$ cat config.mk
export PLATFORM = sky130hd
export DESIGN_NAME = apds_top
export DESIGN_NICKNAME = d
export VERILOG_FILES = /design/src/shared/apds_pkg.sv /design/src/hdl/apds_top.sv
export SDC_FILE = /design/constraint.sdc
export NUM_CORES = 1
export LEC_CHECK = 0
export ABC_CLOCK_PERIOD_IN_PS = 6400
export BUFFER_PORTS_ARGS = -buffer_cell sky130_fd_sc_hd__buf_2
export CAP_MARGIN = 0
export CORE_ASPECT_RATIO = 1.2
export CORE_UTILIZATION = 54
export DETAILED_ROUTE_END_ITERATION = 16
export PLACE_DENSITY = 0.92
export SLEW_MARGIN = 20
export SYNTH_ARGS = -nofsm -noshare
export SYNTH_HDL_FRONTEND = slang
export SYNTH_SLANG_ARGS = --single-unit
$ cat constraint.sdc
create_clock -name aclk -period 6.4 [get_ports aclk]
set_clock_uncertainty 0.05 [all_clocks]
set_input_delay 1.28 -clock aclk [delete_from_list [all_inputs] [get_ports aclk]]
set_output_delay 1.28 -clock aclk [all_outputs]
set_load 0.01 [all_outputs]
$ cat src/shared/apds_pkg.sv
package apds_pkg;

// ---------------------------------------------------------------
// register map (byte addresses)
// ---------------------------------------------------------------
localparam logic [3:0] ADDR_CTRL = 4'h0;
localparam logic [3:0] ADDR_STATUS = 4'h4;
localparam logic [3:0] ADDR_RESULT = 4'h8;
localparam logic [3:0] ADDR_SAMPLE = 4'hc;
localparam logic [1:0] RESP_OKAY = 2'h0;
localparam logic [1:0] RESP_SLVERR = 2'h2;

// ---------------------------------------------------------------
// control byte fields
// ---------------------------------------------------------------
localparam int POWER_SEL_HI_BIT = 7;
localparam int POWER_SEL_LO_BIT = 6;
localparam int ACQ_MODE_BIT = 5;
localparam int SINGLE_ENDED_BIT = 4;
localparam int UNIPOLAR_SELECT_BIT = 3;
localparam logic [1:0] CODE_INT_CLK = 2'h2;
localparam logic [1:0] CODE_EXT_CLK = 2'h3;
localparam logic [1:0] CODE_STANDBY = 2'h0;
localparam logic [1:0] CODE_SHUTDOWN = 2'h1;
localparam logic [7:0] CTRL_RESET = 8'hc0;

// ---------------------------------------------------------------
// conversion schedule, in conversion clock cycles
// ---------------------------------------------------------------
localparam logic [4:0] CYC_WRITE = 5'h01;
localparam logic [4:0] CYC_ACQ = 5'h03;
localparam logic [4:0] CYC_CONV = 5'h0d;
localparam logic [4:0] CYC_READ = 5'h02;
localparam logic [4:0] CYC_FULL = 5'h13;
localparam logic [4:0] CYC_PIPE = 5'h10;

// ---------------------------------------------------------------
// timing: system clock 40 MHz; external conversion clock 4.8 MHz
// ---------------------------------------------------------------
localparam int SYS_CLK_KHZ = 40000;
localparam int CONV_CLK_KHZ = 4800;
localparam int CONV_DIV = SYS_CLK_KHZ / CONV_CLK_KHZ;
localparam logic [3:0] CONV_DIV_CNT = 4'(CONV_DIV);
localparam int SETTLE_INT_US = 500;
localparam int SETTLE_EXT_US = 50;
localparam int SETTLE_INT_CYC = SETTLE_INT_US * (SYS_CLK_KHZ / 1000);
localparam int SETTLE_EXT_CYC = SETTLE_EXT_US * (SYS_CLK_KHZ / 1000);

typedef enum logic [1:0] {
    PWR_FULL,
    PWR_STANDBY,
    PWR_SHUTDOWN
} apds_pwr_e;

typedef enum logic [1:0] {
    SEQ_IDLE,
    SEQ_ACQ,
    SEQ_CONV
} apds_seq_e;

endpackage

$ cat src/hdl/apds_top.sv
// Operation
// - top two control bits choose low-power state
// - low power keeps port alive, no conversion
// - standby wakes on next write strobe edge
// - shutdown waits for running conversion to finish
// - write strobe edge leaves shutdown
// - unipolar result is straight binary
// - full conversion spans nineteen clock cycles
// - top bits also choose conversion clock source
// - low-power codes keep last clock source
// - bipolar two's complement, high byte extends
//
// The AXI4-Lite slave port and the placing of the registers were chosen for this implementation.
`timescale 1ns/100ps
`default_nettype none

module apds_top #(
    parameter int SETTLE_INT_CYCLES = apds_pkg::SETTLE_INT_CYC,
    parameter int SETTLE_EXT_CYCLES = apds_pkg::SETTLE_EXT_CYC
) (
    input wire logic aclk,
    input wire logic aresetn,
    input wire logic [31:0] s_axi_awaddr,
    input wire logic s_axi_awvalid,
    output logic s_axi_awready,
    input wire logic [31:0] s_axi_wdata,
    input wire logic [3:0] s_axi_wstrb,
    input wire logic s_axi_wvalid,
    output logic s_axi_wready,
    output logic [1:0] s_axi_bresp,
    output logic s_axi_bvalid,
    input wire logic s_axi_bready,
    input wire logic [31:0] s_axi_araddr,
    input wire logic s_axi_arvalid,
    output logic s_axi_arready,
    output logic [31:0] s_axi_rdata,
    output logic [1:0] s_axi_rresp,
    output logic s_axi_rvalid,
    input wire logic s_axi_rready,
    input wire logic [11:0] sample_in,
    output logic [2:0] channel_sel,
    output logic analog_on,
    output logic conv_busy
);

// ---------------------------------------------------------------
// state
// ---------------------------------------------------------------
logic [7:0] ctrl_q;
logic ext_clk_q;
apds_pkg::apds_pwr_e pwr_q;
apds_pkg::apds_seq_e seq_q;
logic shutdown_pend_q;
logic standby_pend_q;
logic [4:0] cyc_q;
logic [3:0] div_q;
logic [11:0] result_q;
logic result_new_q;
logic [31:0] settle_q;
logic [4:0] last_span_q;
logic aw_got_q, w_got_q;
logic [3:0] awaddr_q;
logic [31:0] wdata_q;
logic [3:0] wstrb_q;

logic wr_fire, wr_ctrl, rd_fire, rd_result_lo, rd_result_hi;
logic [1:0] pd_code;
logic conv_tick, conv_done;

// ---------------------------------------------------------------
// address decode
// ---------------------------------------------------------------
// never a mapped offset: marks an address outside the map
localparam logic [3:0] REG_NONE = 4'h1;

// word-aligned register offset; addresses past the map decode to none
function automatic logic [3:0] reg_sel(input logic [31:0] addr);
    logic [3:0] idx;
    idx = REG_NONE;
    if (addr[31:4] == 28'h0) begin
        idx = {addr[3:2], 2'b00};
    end
    return idx;
endfunction

// ---------------------------------------------------------------
// axi4-lite write channel
// ---------------------------------------------------------------
assign s_axi_awready = !aw_got_q && !s_axi_bvalid;
assign s_axi_wready = !w_got_q && !s_axi_bvalid;
assign wr_fire = aw_got_q && w_got_q && !s_axi_bvalid;
assign wr_ctrl = wr_fire && awaddr_q == apds_pkg::ADDR_CTRL && wstrb_q[0];
assign pd_code = {wdata_q[apds_pkg::POWER_SEL_HI_BIT], wdata_q[apds_pkg::POWER_SEL_LO_BIT]};

always_ff @(posedge aclk) begin
    if (!aresetn) begin
        aw_got_q <= 1'b0;
        w_got_q <= 1'b0;
        awaddr_q <= 4'h0;
        wdata_q <= 32'h0;
        wstrb_q <= 4'h0;
        s_axi_bvalid <= 1'b0;
        s_axi_bresp <= apds_pkg::RESP_OKAY;
    end else begin
        if (s_axi_awvalid && s_axi_awready) begin
            aw_got_q <= 1'b1;
            awaddr_q <= reg_sel(s_axi_awaddr);
        end
        if (s_axi_wvalid && s_axi_wready) begin
            w_got_q <= 1'b1;
            wdata_q <= s_axi_wdata;
            wstrb_q <= s_axi_wstrb;
        end
        if (wr_fire) begin
            aw_got_q <= 1'b0;
            w_got_q <= 1'b0;
            s_axi_bvalid <= 1'b1;
            if (awaddr_q == apds_pkg::ADDR_CTRL) begin
                s_axi_bresp <= apds_pkg::RESP_OKAY;
            end else begin
                s_axi_bresp <= apds_pkg::RESP_SLVERR;
            end
        end else if (s_axi_bready) begin
            s_axi_bvalid <= 1'b0;
        end
    end
end

// ---------------------------------------------------------------
// control byte and clock source
// ---------------------------------------------------------------
always_ff @(posedge aclk) begin
    if (!aresetn) begin
        ctrl_q <= apds_pkg::CTRL_RESET;
        ext_clk_q <= 1'b1;
    end else if (wr_ctrl) begin
        ctrl_q <= wdata_q[7:0];
        if (pd_code == apds_pkg::CODE_EXT_CLK) begin
            ext_clk_q <= 1'b1;
        end else if (pd_code == apds_pkg::CODE_INT_CLK) begin
            ext_clk_q <= 1'b0;
        end
    end
end

assign channel_sel = ctrl_q[2:0];

// ---------------------------------------------------------------
// power state
// ---------------------------------------------------------------
always_ff @(posedge aclk) begin
    if (!aresetn) begin
        pwr_q <= apds_pkg::PWR_FULL;
        shutdown_pend_q <= 1'b0;
        standby_pend_q <= 1'b0;
    end else if (wr_ctrl && pwr_q != apds_pkg::PWR_FULL) begin
        // a write out of low power only wakes; it starts nothing
        pwr_q <= apds_pkg::PWR_FULL;
        shutdown_pend_q <= 1'b0;
        standby_pend_q <= 1'b0;
    end else if (wr_ctrl && pd_code == apds_pkg::CODE_SHUTDOWN) begin
        shutdown_pend_q <= 1'b1;
        standby_pend_q <= 1'b0;
    end else if (wr_ctrl && pd_code == apds_pkg::CODE_STANDBY) begin
        // dummy conversion runs at full power, standby follows it
        shutdown_pend_q <= 1'b0;
        standby_pend_q <= 1'b1;
    end else if (shutdown_pend_q && (seq_q == apds_pkg::SEQ_IDLE || conv_done)) begin
        pwr_q <= apds_pkg::PWR_SHUTDOWN;
        shutdown_pend_q <= 1'b0;
    end else if (standby_pend_q && (seq_q == apds_pkg::SEQ_IDLE || conv_done)) begin
        pwr_q <= apds_pkg::PWR_STANDBY;
        standby_pend_q <= 1'b0;
    end
end

assign analog_on = pwr_q == apds_pkg::PWR_FULL;

// ---------------------------------------------------------------
// conversion sequencer
// ---------------------------------------------------------------
assign conv_tick = div_q == 4'h0;
assign conv_done = seq_q == apds_pkg::SEQ_CONV && conv_tick && cyc_q == 5'h01;
assign conv_busy = seq_q != apds_pkg::SEQ_IDLE;

always_ff @(posedge aclk) begin
    if (!aresetn || seq_q == apds_pkg::SEQ_IDLE || conv_tick) begin
        div_q <= apds_pkg::CONV_DIV_CNT - 4'h1;
    end else begin
        div_q <= div_q - 4'h1;
    end
end

always_ff @(posedge aclk) begin
    if (!aresetn) begin
        seq_q <= apds_pkg::SEQ_IDLE;
        cyc_q <= 5'h0;
        result_q <= 12'h0;
        last_span_q <= 5'h0;
    end else begin
        case (seq_q)
        apds_pkg::SEQ_IDLE: begin
            // a standby-coded write still samples: the dummy conversion
            if (wr_ctrl && pwr_q == apds_pkg::PWR_FULL) begin
                seq_q <= apds_pkg::SEQ_ACQ;
                cyc_q <= apds_pkg::CYC_ACQ;
                // budget: acquire + convert, plus write and read unless pipelined
                last_span_q <= result_new_q ? apds_pkg::CYC_PIPE : apds_pkg::CYC_FULL;
            end
        end
        apds_pkg::SEQ_ACQ: begin
            if (conv_tick) begin
                if (cyc_q == 5'h01) begin
                    seq_q <= apds_pkg::SEQ_CONV;
                    cyc_q <= apds_pkg::CYC_CONV;
                end else begin
                    cyc_q <= cyc_q - 5'h01;
                end
            end
        end
        apds_pkg::SEQ_CONV: begin
            if (conv_tick) begin
                if (cyc_q == 5'h01) begin
                    seq_q <= apds_pkg::SEQ_IDLE;
                    result_q <= sample_in;
                end else begin
                    cyc_q <= cyc_q - 5'h01;
                end
            end
        end
        default: seq_q <= apds_pkg::SEQ_IDLE;
        endcase
    end
end

// ---------------------------------------------------------------
// settling counter after wake-up
// ---------------------------------------------------------------
always_ff @(posedge aclk) begin
    if (!aresetn) begin
        settle_q <= 32'h0;
    end else if (wr_ctrl && pwr_q != apds_pkg::PWR_FULL) begin
        // clock source flag stands in for the reference choice
        settle_q <= ext_clk_q ? 32'(SETTLE_EXT_CYCLES) : 32'(SETTLE_INT_CYCLES);
    end else if (settle_q != 32'h0) begin
        settle_q <= settle_q - 32'h1;
    end
end

// ---------------------------------------------------------------
// axi4-lite read channel and result coding
// ---------------------------------------------------------------
assign s_axi_arready = !s_axi_rvalid;
assign rd_fire = s_axi_arvalid && s_axi_arready;
assign rd_result_lo = rd_fire && reg_sel(s_axi_araddr) == apds_pkg::ADDR_RESULT;
assign rd_result_hi = rd_fire && reg_sel(s_axi_araddr) == apds_pkg::ADDR_SAMPLE;

always_ff @(posedge aclk) begin
    if (!aresetn) begin
        result_new_q <= 1'b0;
    end else if (conv_done) begin
        result_new_q <= 1'b1;
    end else if (rd_result_lo || rd_result_hi) begin
        result_new_q <= 1'b0;
    end
end

always_ff @(posedge aclk) begin
    if (!aresetn) begin
        s_axi_rvalid <= 1'b0;
        s_axi_rdata <= 32'h0;
        s_axi_rresp <= apds_pkg::RESP_OKAY;
    end else if (rd_fire) begin
        s_axi_rvalid <= 1'b1;
        s_axi_rresp <= apds_pkg::RESP_OKAY;
        if (reg_sel(s_axi_araddr) == apds_pkg::ADDR_CTRL) begin
            s_axi_rdata <= {24'h0, ctrl_q};
        end else if (reg_sel(s_axi_araddr) == apds_pkg::ADDR_STATUS) begin
            s_axi_rdata <= {19'h0, last_span_q, (settle_q == 32'h0), result_new_q,
                            shutdown_pend_q, ext_clk_q, conv_busy, 1'b0, pwr_q};
        end else if (reg_sel(s_axi_araddr) == apds_pkg::ADDR_RESULT) begin
            s_axi_rdata <= {24'h0, result_q[7:0]};
        end else if (reg_sel(s_axi_araddr) == apds_pkg::ADDR_SAMPLE) begin
            // high byte: sign-extend in bipolar, zero in unipolar
            s_axi_rdata <= {24'h0,
                {4{result_q[11] & ~ctrl_q[apds_pkg::UNIPOLAR_SELECT_BIT]}},
                result_q[11:8]};
        end else begin
            s_axi_rdata <= 32'h0;
            s_axi_rresp <= apds_pkg::RESP_SLVERR;
        end
    end else if (s_axi_rready) begin
        s_axi_rvalid <= 1'b0;
    end
end

endmodule

`default_nettype wire

## Word level (Yosys, flattened, before mapping)

Cells that the tools add are included.

| word-level totals | value |
|---|---|
| input port bits | 119 |
| word-level logic and storage cells | 164 |
| bits in registers | 127 |
| output and inout port bits | 46 |

| operators by class | value |
|---|---|
| bitwise operators | 5 |
| $add $sub $neg | 3 |
| mux-type cells | 57 |
| reduce and logical (&&, ||, !) cells | 59 |
| equality and inequality tests | 18 |

Operators with widths:

| kind | count |
|---|---|
| $mux W32 | 2 |
| $mux W4 | 16 |
| $logic_not A28 Y1 | 2 |
| $logic_not A32 Y1 | 1 |
| $reduce_bool A32 Y1 | 1 |
| $sub A32 B1 Y32 const B | 1 |
| $mux W13 | 2 |
| $mux W2 | 13 |
| $mux W5 | 5 |
| $logic_and A1 B1 Y1 | 19 |
| $reduce_bool A2 Y1 | 9 |
| $eq A4 B4 Y1 const B | 4 |
| $mux W8 | 2 |
| $mux W15 | 1 |
| $pmux W5 S3 | 1 |
| $mux W1 | 14 |
| $logic_not A4 Y1 | 3 |
| $ne A2 B2 Y1 const B | 5 |
| $reduce_and A5 Y1 | 2 |
| $eq A2 B2 Y1 const B | 3 |
| $logic_not A2 Y1 | 3 |
| $pmux W2 S3 | 1 |
| $reduce_and A2 Y1 | 3 |
| $reduce_and A3 Y1 | 2 |
| 13 further kinds | 27 |

## Longest topological paths before layout

Gate-level depths: netlist of run 1.

| depth | value |
|---|---|
| depth in word-level cells | 24 |
| depth in mapped cells | 9 |
| gate-level depth less buffers | 7 |

## Worst setup path after synthesis of run 1

OpenSTA, ideal clock, no wires.

| timing path | value |
|---|---|
| kind | flip-flop to flip-flop |
| start | register settle_q[16] |
| end | register settle_q[26] |
| period minus slack after synthesis | 2.564 ns |
| setup slack | 3.836 ns |
| arrival time | 2.443 ns |
| required time | 6.280 ns |
| setup time | 0.070 ns |
| cell stages (with the launch flop) | 7 |
| buffers on the path | 1 |
| path through | dfxtp_1 or4_4 or4_1 buf_2 or4_4 or3_1 a21oi_1 |

| between the ends | value |
|---|---|
| word-level cells in the longest chain between the ends | 3 |
| elaborated cells between the ends (all ways) | 5 |
| those cells by class | 1 x add/sub; 2 x mux; 2 x reduce/logical |

RTL lines:

| what | RTL line | text |
|---|---|---|
| start: declaration | apds_top.sv:59 | `logic [31:0] settle_q;` |
| start signal: assignment | apds_top.sv:244 | `settle_q <= ext_clk_q ? 32'(SETTLE_EXT_CYCLES) : 32'(SETTLE_INT_CYCLES);` |
| start signal: assignment | apds_top.sv:246 | `settle_q <= settle_q - 32'h1;` |
| $sub A32 B1 Y32 | apds_top.sv:246 |  |
| $mux W32 | apds_top.sv:245 | `end else if (settle_q != 32'h0) begin` |
| $mux W32 | apds_top.sv:242 | `end else if (wr_ctrl && pwr_q != apds_pkg::PWR_FULL) begin` |

Several ways; a longest one is shown, not always the timed one. The select of a mux whose other input is x is not followed.
A chain may end at the register's enable or synchronous reset.

## Final worst setup path of run 1

| timing path | value |
|---|---|
| start | register cyc_q[1] |
| end | register standby_pend_q |

| between the ends | value |
|---|---|
| word-level cells in the longest chain between the ends | 6 |
| elaborated cells between the ends (all ways) | 8 |
| those cells by class | 2 x eq/ne; 6 x reduce/logical |

RTL lines:

| what | RTL line | text |
|---|---|---|
| start: declaration | apds_top.sv:55 | `logic [4:0] cyc_q;` |
| start signal: assignment | apds_top.sv:206 | `cyc_q <= apds_pkg::CYC_ACQ;` |
| start signal: assignment | apds_top.sv:215 | `cyc_q <= apds_pkg::CYC_CONV;` |
| start signal: assignment | apds_top.sv:217 | `cyc_q <= cyc_q - 5'h01;` |
| $eq A5 B1 Y1 (*) | apds_top.sv:183 | `assign conv_done = seq_q == apds_pkg::SEQ_CONV && conv_tick && cyc_q == 5'h01;` |
| $logic_and A1 B1 Y1 (*) | apds_top.sv:183 |  |
| $logic_or A1 B1 Y1 (*) | apds_top.sv:168, apds_top.sv:171 |  |
| $logic_and A1 B1 Y1, on equally long branches | apds_top.sv:168, apds_top.sv:171 |  |
| $ne A2 B2 Y1 (no line) or $reduce_bool A2 Y1 (tied branches) | - |  |
| $reduce_and A2 Y1 (no line) (*) | - |  |
| end signal: assignment | apds_top.sv:163 | `standby_pend_q <= 1'b0;` |
| end signal: assignment | apds_top.sv:167 | `standby_pend_q <= 1'b1;` |
| end signal: assignment | apds_top.sv:173 | `standby_pend_q <= 1'b0;` |
| end: declaration | apds_top.sv:54 | `logic standby_pend_q;` |

Every way passes the cells marked *; elsewhere a longest branch is shown, timed or not.

==> results of run 1 <==
[synthesized netlist by cell type (all sizes together), types with 14 or more instances]
cell    number
dfxtp       99
buf         29
o21ai       22
nand2       86
or3         14
inv         17
a21oi       56
nor2        50
clkbuf      24
nor4        16
or4         15
nor3        16
[area by class of cell]
class | instances | area, um2 | area share (%)
clock buffers | 9 | 124 | 2.29
clock inverters | 6 | 56.3 | 1.04
multi-input cells | 428 | 2470 | 45.6
inverters | 18 | 67.6 | 1.25
well taps | 117 | 146 | 2.71
flip-flops and latches | 99 | 1980 | 36.6
repair buffers | 112 | 566 | 10.5
[power by group through the flow]
stage | Combinational, W | Sequential (W) | Clock [W]
floorplan | 0.000634 | 0.000779 | 0
global placement | 0.000747 | 0.000789 | 0
detailed placement | 0.000785 | 0.000796 | 0
CTS | 0.000801 | 0.000786 | 0.000383
global route | 0.000902 | 0.000802 | 0.000410
finish | 0.000815 | 0.000789 | 0.000384
[cells by family (layout without fill, tap and decap cells)]
family                     after synthesis  after routing  share of synthesized area, %
adders and majority gates                9              9                          2.38
xor gates and xnor gates                16             16                          2.96
muxes                                   13             13                          3.54
DFF                                     99             99                          41.8
AOI/OAI and AO/OA                      127            127                          16.4
and+or+nand+nor                        240            240                          25.0
other                                    1             23                        0.0792
buffers and inverters                   71            145                          7.79
[per-stage QoR]
stage | instance area [um2] | hold WS (ns)
after CTS | 5410 | 0.379
after global placement | 5230 | 0.328
final | 5410 | 0.376
after floorplan | 4820 | 0.321
after global routing | 5410 | 0.404
after detailed placement | 5230 | 0.353
[layout by cell type (no fill, tap or decap), types with 7 or more instances in the layout]
master    netlist  layout
conb_1          1      23
o21ai_0        22      22
or3_1          14      14
nor3_1         16      16
or4_1          13      13
xnor2_1        12      12
a31oi_1         7       7
inv_1          17      17
a21oi_1        56      56
a211oi_1        7       7
buf_2           1     110
ha_1            9       9
dfxtp_1        99      99
clkbuf_8        0       9
mux2i_1        10      10
nand3_1         9       9
nor2_1         50      50
nor4_1         16      16
nand2_1        86      86
[worst max-delay path, delay by kind of cell, from the launching register on]
kind,cells,cell delay (ns)
AOI/OAI and AO/OA,2,0.61
adders and majority gates,1,0.17
buffers and inverters,1,0.10
DFF,1,0.32
and+or+nand+nor,3,1.65
[layer usage]
metal / routed length (um) / vias up / GRT usage (%)
met5: 0 / - / 0
met2: 6030 / 175 / 47.3
met3: 516 / 28 / 4.42
met4: 295 / 0 / 10.3
li1: - / 2193 / -
met1: 4800 / 2165 / 31.5
[state kept, by name (all words and copies together) (netlist names)]
name and count:
s_axi_bvalid 1, wstrb_q 1, s_axi_rresp 1, last_span_q 2
result_q 12, result_new_q 1, s_axi_rvalid 1, shutdown_pend_q 1
settle_q 32, s_axi_rdata 10, s_axi_bresp 1, aw_got_q 1
pwr_q 2, div_q 4, ext_clk_q 1, seq_q 2
ctrl_q 8, wdata_q 8, standby_pend_q 1, w_got_q 1
awaddr_q 3, cyc_q 5
[how the worst max path moves through the flow]
stage / to / slack, ns
floorplan: settle_q[26] / 3.84
global placement: s_axi_rdata[12] / 3.39
detailed placement: s_axi_rdata[9] / 3.32
CTS: standby_pend_q / 3.46
global route: standby_pend_q / 3.03
finish: standby_pend_q / 3.34
==> results.toml, run 1 <==
[yosys]
async_flop_share_pct = 0
synth.distinct_cells = 54
syn_avg_cell_area_um2 = 8.22
netlist_instances = 576
synth_edf_count = 0
ys_warn_count = 0
yosysTopAreaCell = "dfxtp_1"
ys_seq_area_share_pct = 41.8
synth_ff_type = "dfxtp_1"
synth_top_area_share_pct = 41.8
netlist_top_cells_area = "dfxtp_1 42%, nand2_1 6.8%, a21oi_1 5.9%, buf_4 4.3%, nor2_1 4.0%"
ys_ff_latch = 99
synth_area_um2 = 4740

[die]
rows = 37
start_util_pct = 55.3
pin_count = 165
die_w_um = 87.5
core_um2 = 8560
die_h_um = 105
die_area_um2 = 9150

[timing]
period_minus_slack_ns = 3.06
slew-limit-headroom_pct = 32.1
hold_viol = 0
timing.final.crit_share_pct = 47.8
timing.final.ws_setup_ns = 3.34
setup_viol = 0
maxSlewViolCount = 0
tightest_slew_ns = 1.01
rsz0062_at_grt = "no"
tns_ns = 0
fmax_mhz = 327

[clock_network]
clk_pin_slew_worst_paths_ns = 0.11
cts_resized = 0
cts_made_buffers = 9
postCtsHoldBufs = 0
cts_root_buf = "clkbuf_8"
cts_tree = "built"
insertion_delay_ns = 0.37
post-cts-setup-buffers = 0
cts_num_sinks = 99
htree_levels = 3
clockBufferDepth = 2

[global_route]
grt_max_degree = 52
grt_pass1_vias = 4429
grt_overflow = 0
grt_pass1_wl_um = 19700
track_usage_pct = 26.7
antenna_found_initial = 0

[drt]
wl_per_cell_um = 14.8
drtAntennaViolNets = 0
drc = 0
dr.first_iter.drc_count = 302
finalWirelength_um = 11600
first_pass_iters = 5
drt-vias-per-instance = 5.78
vias = 4561

[min_path]
hold_end = "div_q[0]"
whs_path_depth = 1
min_from = "div_q[0]"
hold_class = "reg2reg"

[cells_and_area]
drive_gt1_share_pct = 21.1
nets = 796
n_antenna_cell = 0
nFillCells = 690
postLayoutCoreUtil_pct = 63.2
finalNonFillerCells = 789
area.growth.synth_to_final_pct = 14.2

[power_and_ir_drop]
swShare_pct = 40.6
pwr-share-comb_pct = 41.0
p_clk_share_pct = 19.3
ir_drop_v = 0.000190
powerDensity_nw_per_um2 = 367
p_leak_nw = 2.26
p_int_w = 0.00118
p_sw_w = 0.000807
power_w = 0.00199
p_seq_share_pct = 39.7

[setup_path]
endpoint_kind = "flip-flop"
startpoint = "cyc_q[1]"
r2r_cells = 7
max_stage_delay_ns = 0.81
arrival_ns = 3.21
rr_endpoint = "standby_pend_q"
slowest_stage = "nor4b_1"
path_cells = "inv_1 -> ha_1 -> nor4b_1 -> nand3_1 -> a2bb2oi_1 -> nor2b_1 -> a2111oi_0"
reg2reg_setup_slack_ns = 3.34
start_kind = "flip-flop"
crit_type = "reg2reg"
reg2reg_from = "cyc_q[1]"
path_max_fanout = 14
crit_required_ns = 6.56

[place]
place_ws_ns = 3.32
detailed_place_hpwl_um = 8330
io_buffers = 110
gp_congestion = 0.841
dp.cells = 774

[outcome]
status = "finished, final reports clean"

[flow_run]
maxCapViolations = 0
Power figures use the tool's default switching activity.
==> run 2, diff against run 1 <==
Settings changed: ABC_CLOCK_PERIOD_IN_PS 6400 to 2950, CORE_UTILIZATION 54 to 50, PLACE_DENSITY 0.92 to 0.87.
Clock period 6.4 ns to 2.95 ns, I/O delays scaled along.
==> run 2 against run 1 <==
Against the previous run: core utilization fell by 2.5 points; via count barely moved; combinational power rose by 120%; critical path depth fell by 2; count of clock-buffer cells in the layout rose by 1; total power rose by 120%; sequential share of layout area fell by 0.87 points; hold slack got worse by 0.031 ns; critical path type unchanged; largest cell class unchanged.
==> results.toml, run 2 (synthesis results as in run 1) <==
[outcome]
status = "finished, final reports clean"

[setup_path]
reg2reg_from = "settle_q[16]"
arrival_ns = 2.95
reg2reg_setup_slack_ns = 0.26
crit_type = "reg2reg"
r2r_cells = 5
cp_top_family = "simple AND/OR/NAND/NOR gates"
start_kind = "flip-flop"
max_stage_delay_ns = 0.63
path_cells = "or4_4 -> or4_1 -> or4_4 -> or3_1 -> a21oi_1"
cp_common_cell = "or4_4"
endpoint_kind = "flip-flop"
rr_endpoint = "settle_q[26]"
critPathBufInv = 0
crit_required_ns = 3.22
path_max_fanout = 7
slowest_stage = "or4_1"

[cells_and_area]
drive_gt1_share_pct = 22.7
top_regs = "settle_q x32, result_q x12, s_axi_rdata x10"
nets = 809
area.growth.synth_to_final_pct = 17.0
largest-register = "settle_q"
nFillCells = 777
multi_input_area_um2 = 2470
final_cell_mix = "110 x buf_2, 99 x dfxtp_1, 86 x nand2_1, 56 x a21oi_1, 50 x nor2_1"
final_common_cell = "buf_2"
largest_reg_flops = 32
n_antenna_cell = 0
seqCellArea_um2 = 1980
finalNonFillerCells = 806

[flow_run]
maxCapViolations = 0

[global_route]
grt.met3_usage_pct = 4.53
grt_util_met1_pct = 26.8
grt_pass1_vias = 4427
grt_pass1_wl_um = 19200
top_usage_layer = "met2"
antenna_found_initial = 0
track_usage_pct = 23.9
grt_overflow = 0
grt_max_degree = 47
met2_usage_pct = 44.2

[power_and_ir_drop]
p_leak_nw = 2.33
powerDensity_nw_per_um2 = 802
ir_drop_v = 0.000410
power_w = 0.00445

[place]
detailed_place_hpwl_um = 8530
dp.cells = 790
io_buffers = 110
gp_congestion = 0.852

[clock_network]
cts_tree = "built"
clockBufferDepth = 2
htree_levels = 3
cts_made_buffers = 9
insertion_delay_ns = 0.38
postCtsHoldBufs = 0
cts_resized = 0
clk_pin_slew_worst_paths_ns = 0.10
cts_num_sinks = 99
cts_root_buf = "clkbuf_8"
post-cts-setup-buffers = 0

[min_path]
hold_end = "s_axi_rvalid"
hold_class = "in2reg"
whs_path_depth = 2
min_from = "s_axi_rready"

[timing]
rsz0062_at_grt = "no"
fmax_mhz = 372
setup_viol = 0
timing.final.crit_share_pct = 91.0
maxSlewViolCount = 0
period_minus_slack_ns = 2.69
slew-limit-headroom_pct = 51.3
tns_ns = 0
hold_viol = 0
tightest_slew_ns = 0.729

[drt]
drc = 0
finalWirelength_um = 11500
wl_per_cell_um = 14.3
dr.first_iter.drc_count = 334
vias = 4557
drtAntennaViolNets = 0
first_pass_iters = 5
drt-vias-per-instance = 5.65

[die]
core_um2 = 9130
rows = 38
die_w_um = 90.9
pin_count = 165
start_util_pct = 51.9
die_h_um = 109
die_area_um2 = 9870
==> run 2: changes by cell type in the layout (fill, tap and decap cells not counted) <==
cell        change
bufinv_16       +1
inv_6           -3
clkinv_2        +1
clkinvlp_4      +1
buf_4          +13
clkbuf_8        +1
==> run 2: worst max-delay path by stage <==
stage / slack [ns] / start / end / depth (start not counted)
6_report: 0.26 / settle_q[16] / settle_q[26] / 5
2_1_floorplan: 0.39 / settle_q[16] / settle_q[26] / 6
4_1_cts: 0.28 / settle_q[16] / settle_q[26] / 5
3_3_place_gp: 0.31 / settle_q[16] / settle_q[26] / 5
5_1_grt: 0.14 / settle_q[16] / settle_q[26] / 5
3_5_place_dp: 0.27 / settle_q[16] / settle_q[26] / 5
==> run 2: area by class of cell <==
class	count	share of cell area, %
timing repair buffer	125	12.0
clock buffer	10	2.48
multi-input combinational	428	44.5
sequential	99	35.8
clock inverter	6	1.31
tap	120	2.71
inverter	18	1.22
==> run 2: layer usage <==
layer / up-vias / share of wire [%]
met5: - / 0
met4: 0 / 2.5
met3: 27 / 5.1
met2: 157 / 52
met1: 2164 / 40
li1: 2209 / -
==> run 2: through the flow <==
| step | instance area, um2 | hold slack [ns] | utilization (%) | setup WS, ns |
|---|---|---|---|---|
| 2_1_floorplan | 4820 | 0.321 | - | 0.386 |
| 3_3_place_gp | 5330 | 0.328 | 58.4 | 0.307 |
| 3_5_place_dp | 5330 | 0.344 | 58.4 | 0.270 |
| 4_1_cts | 5540 | 0.334 | 60.7 | 0.278 |
| 5_1_grt | 5540 | 0.332 | 60.7 | 0.144 |
| 6_report | 5540 | 0.345 | 60.7 | 0.265 |
==> run 2: where the power goes <==
group	switching (W)	internal (W)
clock	0.000496	0.000425
sequential	0.000178	0.00153
combinational	0.00105	0.000771
total	0.00172	0.00273
